===== src/core/lock_defines.svh =====
// Purpose: Offsets, field positions and reset values of the lock block
// Assumes: APB slave, one aligned 32-bit word per register
// Notes:   Definitions only
`ifndef LOCK_DEFINES_SVH
`define LOCK_DEFINES_SVH

// Register byte offsets
`define PROT_SETTINGS_OFS   12'h000
`define ACCESS_CTRL_OFS     12'h004
`define ACCESS_STATUS_OFS   12'h008

// Field positions inside the protection byte
`define BOOT_FIELD_HI       7
`define BOOT_FIELD_LO       6
`define APP_FIELD_HI        5
`define APP_FIELD_LO        4
`define TABLE_FIELD_HI      3
`define TABLE_FIELD_LO      2
`define EXT_FIELD_HI        1
`define EXT_FIELD_LO        0

// Erased (unprotected) value of the whole byte
`define PROT_RESET_VALUE    8'hff

// Bits of the access control register
`define CTRL_VEC_IN_BOOT    0

`endif


===== src/core/lock_pkg.sv =====
// Purpose: Types shared by the lock block
// Assumes: Field encodings of the protection byte
// Notes:   Constants live in lock_defines.svh
package lock_pkg;

    // Two-bit protection level; lower is stricter
    typedef enum logic [1:0] {
        read_write_protect_setting = 2'h0,
        read_protect_setting       = 2'h1,
        write_protect_setting      = 2'h2,
        unprotected_setting        = 2'h3
    } prot_level_t;

    // CPU program-memory request
    typedef struct packed {
        logic        valid;       // Request present
        logic        store;       // 1 store, 0 load
        logic        from_boot;   // Executing from boot section
        logic [1:0]  target;      // Target section code
    } cpu_req_t;

    // External programming interface request
    typedef struct packed {
        logic        valid;       // Request present
        logic        write;       // 1 write, 0 read or verify
        logic [1:0]  target;      // Target space code
    } ext_req_t;

    // CPU target section codes
    typedef enum logic [1:0] {
        sec_application = 2'h0,
        sec_app_table   = 2'h1,
        sec_boot        = 2'h2,
        sec_none        = 2'h3
    } section_t;

    // External target codes
    typedef enum logic [1:0] {
        ext_memory = 2'h0,   // Flash or EEPROM
        ext_fuses  = 2'h1,
        ext_locks  = 2'h2,
        ext_other  = 2'h3
    } ext_target_t;

    // APB slave states
    typedef enum logic [0:0] {
        bus_idle,
        bus_done
    } bus_state_t;

endpackage


===== src/core/flash_section_lock_enforcer.sv =====
// Purpose: Keeps the protection byte and grants or blocks accesses
// Assumes: Single clock pclk; pins arrive unsynchronised
// Notes:   Fields only tighten; chip erase or presetn restores the erased value
//
// Implementation choices: the APB slave port and the address map.
`timescale 1ns/1ns
`default_nettype none
`include "lock_defines.svh"

// Overview of operation
// - Boot field only moves toward stricter
// - Boot field erased only by chip erase; presetn here also reloads it to ones
// - Boot 11 free, 10 blocks boot stores
// - Boot 01 blocks app loads; 00 both
// - Boot read lock masks interrupts in boot if vectors in app
// - Application field only moves toward stricter
// - Application field erased only by chip erase; presetn here also reloads it to ones
// - App 10/00 block stores; 11 free
// - App 01/00 block loads from boot
// - App read lock masks interrupts in app if vectors in boot
// - Table field tightens only, erase clears
// - Table 10 stores, 01 loads, 00 both
// - External lock written only by programmer
// - External lock erased only by chip erase; presetn here also reloads it to ones
// - Any zero lock bit blocks test/debug
// - External lock never restricts CPU accesses
// - External 10 blocks memory and fuse writes
// - External 00 blocks all memory, lock, fuse
// - External 11 applies no external locking
module flash_section_lock_enforcer (
    input  wire logic              pclk,          // Bus clock
    input  wire logic              presetn,       // Async reset, low
    input  wire logic              psel,          // APB select
    input  wire logic              penable,       // APB access phase
    input  wire logic              pwrite,        // APB direction
    input  wire logic [11:0]       paddr,         // APB byte address
    input  wire logic [31:0]       pwdata,        // APB write data
    output logic                   pready,        // APB ready
    output logic      [31:0]       prdata,        // APB read data
    output logic                   pslverr,       // APB error
    input  wire lock_pkg::cpu_req_t cpu_req,      // CPU access query
    output logic                   cpu_grant,     // CPU access allowed
    input  wire logic              cpu_in_boot,   // CPU executes in boot
    output logic                   irq_disable,   // Mask CPU interrupts
    input  wire lock_pkg::ext_req_t ext_req,      // Programmer query
    output logic                   ext_grant,     // Programmer allowed
    input  wire logic              ext_lock_we,   // Programmer lock write
    input  wire logic [7:0]        ext_lock_data, // Programmer lock data
    input  wire logic              chip_erase,    // Chip erase strobe
    input  wire logic              dbg_req,       // Test or debug access
    output logic                   dbg_grant      // Test/debug allowed
);

    // ************************************************************
    // Pin synchronisers
    // ************************************************************
    logic [1:0] erase_sync;       // Chip erase, two stages
    logic [1:0] ext_we_sync;      // Programmer write strobe
    logic       erase_seen;       // Erase level of last cycle
    logic       ext_we_seen;      // Write level of last cycle
    logic       erase_pulse;      // Erase rising edge
    logic       ext_we_pulse;     // Programmer write rising edge

    // Two flip-flops before anything reads the pins
    always_ff @(posedge pclk or negedge presetn) begin
        if (!presetn) begin
            erase_sync  <= 2'h0;
            ext_we_sync <= 2'h0;
        end else begin
            erase_sync  <= {erase_sync[0], chip_erase};
            ext_we_sync <= {ext_we_sync[0], ext_lock_we};
        end
    end

    // Edge detect on the second stage only
    always_ff @(posedge pclk or negedge presetn) begin
        if (!presetn) begin
            erase_seen  <= 1'b0;
            ext_we_seen <= 1'b0;
        end else begin
            erase_seen  <= erase_sync[1];
            ext_we_seen <= ext_we_sync[1];
        end
    end

    assign erase_pulse  = erase_sync[1] & ~erase_seen;
    assign ext_we_pulse = ext_we_sync[1] & ~ext_we_seen;

    // Data is held steady by the programmer around its strobe
    logic [7:0] ext_data_s1;      // First stage, feeds stage two only
    logic [7:0] ext_data_s2;      // Synchronised programmer data

    always_ff @(posedge pclk or negedge presetn) begin
        if (!presetn) begin
            ext_data_s1 <= 8'hff;
            ext_data_s2 <= 8'hff;
        end else begin
            ext_data_s1 <= ext_lock_data;
            ext_data_s2 <= ext_data_s1;
        end
    end

    // ************************************************************
    // APB slave
    // ************************************************************
    lock_pkg::bus_state_t bus_state;  // Answer sequencer
    logic       vec_in_boot;          // Interrupt vectors in boot
    logic       setup;                // Setup phase seen
    logic       sw_lock_write;        // Software protection write
    logic       ctrl_write;           // Control register write
    logic       mapped;               // Address decodes

    assign setup = psel & ~penable;

    // One wait state: answer in the cycle after the first access edge
    always_ff @(posedge pclk or negedge presetn) begin
        if (!presetn) begin
            bus_state <= lock_pkg::bus_idle;
        end else begin
            case (bus_state)
                lock_pkg::bus_idle: begin
                    if (psel && penable) begin
                        bus_state <= lock_pkg::bus_done;
                    end
                end
                lock_pkg::bus_done: begin
                    bus_state <= lock_pkg::bus_idle;
                end
                default: begin
                    bus_state <= lock_pkg::bus_idle;
                end
            endcase
        end
    end

    assign pready = (bus_state == lock_pkg::bus_done);

    // Decode of the three words
    always_comb begin
        case (paddr)
            `PROT_SETTINGS_OFS,
            `ACCESS_CTRL_OFS,
            `ACCESS_STATUS_OFS: mapped = 1'b1;
            default:            mapped = 1'b0;
        endcase
    end

    assign pslverr = pready & ~mapped;
    assign sw_lock_write = pready & psel & penable & pwrite
                           & (paddr == `PROT_SETTINGS_OFS);
    assign ctrl_write = pready & psel & penable & pwrite
                        & (paddr == `ACCESS_CTRL_OFS);

    // ************************************************************
    // Protection byte
    // ************************************************************
    logic [7:0] prot;             // memory_protection_settings
    logic [7:0] next_prot;        // Value after this cycle
    logic [7:0] sw_mask;          // Bits software may lower
    logic       ext_grant_locks_write; // Programmer may write lock byte

    // Software never touches the external lock field
    assign sw_mask = 8'hfc;

    always_comb begin
        next_prot = prot;
        if (sw_lock_write) begin
            // AND keeps tightening only for the three section fields
            next_prot = next_prot & (pwdata[7:0] | ~sw_mask);
        end
        if (ext_we_pulse && ext_grant_locks_write) begin
            // Programmer may tighten every field, lock bits included
            next_prot = next_prot & ext_data_s2;
        end
        if (erase_pulse) begin
            // Erase wins over any write in the same cycle
            next_prot = `PROT_RESET_VALUE;
        end
    end

    // Byte register; only erase or reset restores ones
    always_ff @(posedge pclk or negedge presetn) begin
        if (!presetn) begin
            prot <= `PROT_RESET_VALUE;
        end else begin
            prot <= next_prot;
        end
    end

    // Interrupt vector placement, set by software
    always_ff @(posedge pclk or negedge presetn) begin
        if (!presetn) begin
            vec_in_boot <= 1'b0;
        end else if (ctrl_write) begin
            vec_in_boot <= pwdata[`CTRL_VEC_IN_BOOT];
        end
    end

    // ************************************************************
    // Field views
    // ************************************************************
    logic [1:0] boot_section_protection;
    logic [1:0] application_section_protection;
    logic [1:0] application_table_protection;
    logic [1:0] external_programming_lock;

    assign boot_section_protection =
        prot[`BOOT_FIELD_HI:`BOOT_FIELD_LO];
    assign application_section_protection =
        prot[`APP_FIELD_HI:`APP_FIELD_LO];
    assign application_table_protection =
        prot[`TABLE_FIELD_HI:`TABLE_FIELD_LO];
    assign external_programming_lock =
        prot[`EXT_FIELD_HI:`EXT_FIELD_LO];

    // Bit 0 of a field clear means writes locked, bit 1 clear reads
    logic boot_wr_lock;
    logic boot_rd_lock;
    logic app_wr_lock;
    logic app_rd_lock;
    logic tbl_wr_lock;
    logic tbl_rd_lock;

    assign boot_wr_lock = ~boot_section_protection[0];
    assign boot_rd_lock = ~boot_section_protection[1];
    assign app_wr_lock  = ~application_section_protection[0];
    assign app_rd_lock  = ~application_section_protection[1];
    assign tbl_wr_lock  = ~application_table_protection[0];
    assign tbl_rd_lock  = ~application_table_protection[1];

    // ************************************************************
    // CPU access decision
    // ************************************************************
    // External lock field is not consulted here
    always_comb begin
        cpu_grant = 1'b1;
        if (cpu_req.valid) begin
            case (cpu_req.target)
                lock_pkg::sec_boot: begin
                    if (cpu_req.store) begin
                        cpu_grant = ~boot_wr_lock;
                    end else if (!cpu_req.from_boot) begin
                        cpu_grant = ~boot_rd_lock;
                    end
                end
                lock_pkg::sec_application: begin
                    if (cpu_req.store) begin
                        cpu_grant = ~app_wr_lock;
                    end else if (cpu_req.from_boot) begin
                        cpu_grant = ~app_rd_lock;
                    end
                end
                lock_pkg::sec_app_table: begin
                    if (cpu_req.store) begin
                        cpu_grant = ~tbl_wr_lock;
                    end else if (cpu_req.from_boot) begin
                        cpu_grant = ~tbl_rd_lock;
                    end
                end
                default: begin
                    cpu_grant = 1'b1;
                end
            endcase
        end
    end

    // Interrupt masking while running in a read-locked section
    assign irq_disable =
        (boot_rd_lock & ~vec_in_boot & cpu_in_boot)
        | (app_rd_lock & vec_in_boot & ~cpu_in_boot);

    // ************************************************************
    // External interface decision
    // ************************************************************
    logic ext_any_lock;           // Any lock bit cleared
    logic ext_write_locked;       // Write lock level or stricter
    logic ext_rw_locked;          // Both bits cleared

    assign ext_any_lock     = ~&external_programming_lock;
    assign ext_write_locked = ~external_programming_lock[0];
    assign ext_rw_locked    = ~|external_programming_lock;

    // Tightening stays possible unless fully locked
    assign ext_grant_locks_write = ~ext_rw_locked;

    always_comb begin
        ext_grant = 1'b1;
        if (ext_req.valid) begin
            case (ext_req.target)
                lock_pkg::ext_memory: begin
                    ext_grant = ext_req.write ? ~ext_write_locked
                                              : ~ext_rw_locked;
                end
                lock_pkg::ext_fuses: begin
                    ext_grant = ext_req.write ? ~ext_write_locked
                                              : ~ext_rw_locked;
                end
                lock_pkg::ext_locks: begin
                    ext_grant = ~ext_rw_locked;
                end
                default: begin
                    ext_grant = 1'b1;
                end
            endcase
        end
    end

    // Test and debug paths shut by any cleared lock bit
    assign dbg_grant = dbg_req & ~ext_any_lock;

    // ************************************************************
    // Read data
    // ************************************************************
    // Registered so the data stands with pready
    always_ff @(posedge pclk or negedge presetn) begin
        if (!presetn) begin
            prdata <= 32'h0;
        end else if (psel && penable && !pwrite && !pready) begin
            case (paddr)
                `PROT_SETTINGS_OFS: prdata <= {24'h0, prot};
                `ACCESS_CTRL_OFS:   prdata <= {31'h0, vec_in_boot};
                `ACCESS_STATUS_OFS: prdata <= {29'h0, irq_disable,
                                               ext_any_lock, ext_rw_locked};
                default:            prdata <= 32'h0;
            endcase
        end
    end

    // Unused setup decode kept readable for future decode stage
    logic unused_setup;
    assign unused_setup = setup;

endmodule
`default_nettype wire


===== config.mk =====
export PLATFORM = sky130hd
export DESIGN_NAME = flash_section_lock_enforcer
export DESIGN_NICKNAME = d
export VERILOG_FILES = /design/src/core/lock_pkg.sv /design/src/core/flash_section_lock_enforcer.sv
export VERILOG_INCLUDE_DIRS = /design/src /design/src/core
export SDC_FILE = /design/constraint.sdc
export NUM_CORES = 1
export LEC_CHECK = 0
export ABC_AREA = 1
export BUFFER_PORTS_ARGS = -buffer_cell sky130_fd_sc_hd__buf_2
export CAP_MARGIN = 40
export CORE_UTILIZATION = 48
export CTS_BUF_LIST = sky130_fd_sc_hd__clkbuf_4
export CTS_CLUSTER_DIAMETER = 150
export DETAILED_ROUTE_END_ITERATION = 10
export GPL_ROUTABILITY_DRIVEN = 0
export PLACE_DENSITY = 0.9
export SYNTH_ARGS = -nofsm -noshare
export SYNTH_HDL_FRONTEND = slang
export SYNTH_SLANG_ARGS = --single-unit

===== constraint.sdc =====
create_clock -name pclk -period 1.9 [get_ports pclk]
set_input_delay 0.38 -clock pclk [delete_from_list [all_inputs] [get_ports pclk]]
set_output_delay 0.38 -clock pclk [all_outputs]
set_load 0.02 [all_outputs]

### Word level (Yosys, flattened, before mapping)

Index checks and enable logic that the tools add are counted.
Widths: inputs -> output; s select.

* register bits: 64
* input port bits: 70
* output and inout bits: 38
* logic and storage cells: 73

* eq/ne operators: 6
* muxes and demuxes: 18
* bitwise operators: 24
* reductions and logical operators: 15

Operators by type and width (number)
* $mux 8: 3
* $pmux 8 s3: 1
* $and 8x8->8: 2
* $and 1x1->1: 13
* $eq 12x3->1 const B: 1
* $eq 12x4->1 const B: 1
* $logic_not 12->1: 1
* $mux 1: 11
* $not 1->1: 8
* $eq 2x1->1 const B: 2
* $eq 2x2->1 const B: 2
* $logic_and 1x1->1: 4
* $logic_not 1->1: 4
* $logic_not 2->1: 2
* $pmux 1 s2: 2
* $reduce_or 2->1: 2
* $pmux 1 s3: 1
* $reduce_or 3->1: 1
* $reduce_and 2->1: 1
* $or 1x1->1: 1

### Depth between registers and ports, before layout

* word-level depth: 8
* depth in mapped cells: 7
* mapped depth without buffers: 7

### Worst setup path before layout

OpenSTA, ideal clock, no wires.

* path type: register to output
* start point: register prot[4]
* end point: output cpu_grant
* arrival: 1.041 ns
* required time: 1.520 ns
* slack: 0.479 ns
* stages on the path, launching flop included: 6
* path buffers: 0
* cells stage by stage: dfstp_2 > inv_1 > a21oi_1 > nand2_1 > a21o_1 > nand3_1

* word-level cells in the longest chain between the ends: 3

RTL lines
* start: declaration: RTL line flash_section_lock_enforcer.sv:157 `logic [7:0] prot;`
* start signal: assignment: RTL line flash_section_lock_enforcer.sv:184 `` prot <= `PROT_RESET_VALUE; ``
* start signal: assignment: RTL line flash_section_lock_enforcer.sv:186 `prot <= next_prot;`
* $mux 1: RTL line flash_section_lock_enforcer.sv:247 `if (cpu_req.store) begin`
* $pmux 1 s3: RTL line flash_section_lock_enforcer.sv:238 `case (cpu_req.target)`
* $mux 1: RTL line flash_section_lock_enforcer.sv:237 `if (cpu_req.valid) begin`
* end: declaration: RTL line flash_section_lock_enforcer.sv:42 `output logic cpu_grant,`

Every way passes these cells.

### Worst setup path after layout

Same ends and word-level chain as after synthesis.

==> reports/metrics.yaml <==
vdd_drop_max_uv: 583
initialDrtViolationCount: 65
path_clk_slew_ns: 0.12
antenna_found_initial: 0
cts_tree: "built"
grt_start_max_net_pins: 31
nFillCells: 333
ios: 108
ys_seq_elements: 40
reg2reg_slack_ns: 0.73
dp_hpwl_um: 2380
chipWidth_um: 64.0
viasPerCell: 4.44
num_antenna_cells: 0
arrival_ns: 1.44
clock_path_buffers: 2
multi_input_comb_area_um2: 637
grtUsageTotal: 0.168
start_kind: "register"
hold_path.class: "in -> async"
worstPathCellList: "inv_2 > a21oi_2 > nand2_1 > a21o_1 > nand3_2 > buf_6"
r2r-start: "prot[0]$_DFFE_PN1P_"
synth-xor-area-share: 0
firstDrtPassIters: 4
worst-path-max-fanout: 2
p_per_area_mw_per_mm2: 774
final_cell_mix: "57 x buf_2, 26 x nand2_1, 24 x conb_1, 24 x dfstp_2, 19 x inv_1"
synth-compound-area-share: 0.113
numCtsBuffers: 5
clk_latency_ns: 0.34
power_leakage_nw: 1.20
initial_core_util: 0.503
htreeDepth: 2
ant_nets: 0
slew_headroom: 0.571
yosysUniqueCellTypes: 24
area_growth_pct: 20.5
r2r_end: "prot[6]$_DFF_PN1_"
ctsHoldBuffers: 0
status: "complete, no violations"
syn_area_per_cell_um2: 10.1
die_area_mm2: 0.00409
final_common_cell: "buf_2"
tightest_slew_ns: 0.643
first_global_vias: 1290
timing_hold_violations_final: 0
synth_top_family_by_area: "simple AND/OR/NAND/NOR gates"
dieHeight_um: 64.0
cp-end-kind: "primary output"
drv_slew: 0
synth-seq-area-share: 0.559
layout_min_cycle_time_ns: 1.82
core_area_mm2: 0.00366
final_area_mm2: 0.00222
yosys.area_share.adder: 0
placed_area_mm2: 0.00210
portBuffers: 58
grt_pass1_wl_um: 5130
setup_violations: 0
syn_inst: 183
syn-cell-area_mm2: 0.00184
finalSetupTns_ns: 0
clock_sinks: 40
critPathKind: "reg -> out"
row_count: 22
vias: 1333
worstRegToRegCells: 5
gr-total-overflow: 0
cp.required_ns: 1.52
synthSimpleGateAreaFrac: 0.179
critPathSlowestCell: "dfstp_2"
yosys_warnings: 0
nets: 321
cap_violations: 0
fmax_ghz: 0.548
drt_wl_total_um: 3060
fin_crit_sh: 0.960
regArea_mm2: 0.00103
drive_above_1_share: 0.464
fin_skew_ns: 0.00798
wl_per_cell_um: 10.2
rsz0062_at_grt: "true"
muxShareOfSynthArea: 0
clockRootBuffer: "clkbuf_4"
cpPeakStageDelay_ns: 0.56
drc: 0
Yosys cell counts:
cell,count,area (um^2)
nand2_1,26,97.6
buf_4,24,180
dfstp_2,24,631
inv_1,21,78.8
dfrtp_1,16,400
nor2_1,14,52.6
o21ai_0,13,65.1
nand3_1,12,60.1
o21ai_1,6,30.0
o31ai_2,5,62.6
nor2_2,4,25.0
a21oi_1,2,10.0
nand2_2,2,12.5
nand2_4,2,22.5
nor2_4,2,22.5
o21ai_2,2,17.5
a21o_1,1,7.51
buf_6,1,11.3
conb_1,1,3.75
nand3_2,1,10.0
nand4_1,1,6.26
nor2_8,1,20.0
o2111ai_1,1,8.76
o211ai_1,1,7.51
worst max path at each step:
stage / startpoint / endpoint / slack (ns) / cells after the start
after floorplan: prot[4]$_DFF_PN1_ / cpu_grant / 0.48 / 5
after global placement: paddr[11] / pslverr / 0.32 / 8
after detailed placement: paddr[9] / pslverr / 0.28 / 8
after CTS: prot[4]$_DFF_PN1_ / cpu_grant / 0.003 / 6
after global routing: prot[7]$_DFF_PN1_ / cpu_grant / -0.04 / 5
final: prot[4]$_DFF_PN1_ / cpu_grant / 0.08 / 6
flip-flops by register name, indices dropped and copies added (netlist names):
| name | count |
|---|---|
| ext_data_s1 | 8 |
| ext_data_s2 | 8 |
| prdata | 8 |
| prot | 8 |
| erase_sync | 2 |
| ext_we_sync | 2 |
| erase_seen | 1 |
| ext_we_seen | 1 |
| pready | 1 |
| vec_in_boot | 1 |
final cells by class:
cell class	instances	area share
sequential	40	0.464
multi-input combinational	120	0.287
timing repair buffer	63	0.150
inverter	21	0.0355
tap	48	0.0270
clock inverter	3	0.0192
clock buffer	5	0.0169
per-stage QoR:
| step | util | power (mW) | cells | hold slack, ns | worst slack, ns |
|---|---|---|---|---|---|
| after floorplan | - | 1.12 | 206 | 0.0844 | 0.479 |
| after global placement | 0.575 | 1.17 | 289 | 0.332 | 0.318 |
| after detailed placement | 0.575 | 1.18 | 289 | 0.336 | 0.285 |
| after CTS | 0.597 | 1.72 | 297 | 0.0605 | 0.00256 |
| after global routing | 0.607 | 1.81 | 300 | 0.0719 | -0.0418 |
| final | 0.607 | 1.72 | 300 | 0.0525 | 0.0759 |
what timing repair did:
action,CTS,global route
setup endpoints to repair,1,2
pin swaps,0,3
gates resized for setup,1,7
cloned,0,0
setup buffers,0,3
logic make-up after synthesis:
group,count (synthesis)
and+or+nand+nor,65
buffers and inverters,46
DFF,40
AOI/OAI and AO/OA,31
other,1
critical path: cells and delay by family (launching register included):
| family | cells | cell delay [ns] |
|---|---|---|
| and+or+nand+nor | 2 | 0.12 |
| buffers and inverters | 2 | 0.15 |
| AOI/OAI and AO/OA | 2 | 0.28 |
| DFF | 1 | 0.56 |
where the power goes:
| part | internal, mW | switching (mW) | total, mW |
|---|---|---|---|
| sequential | 0.925 | 0.0237 | 0.949 |
| clock | 0.275 | 0.265 | 0.540 |
| combinational | 0.0815 | 0.148 | 0.230 |
routing by layer:
metal	GRT usage	share of wire	up-vias
met5	0	0	-
met4	0.0653	0.015	0
met3	0.0607	0.063	7
met2	0.310	0.54	37
met1	0.170	0.38	615
li1	-	-	674
No activity file was read; power rests on OpenSTA's default activity.
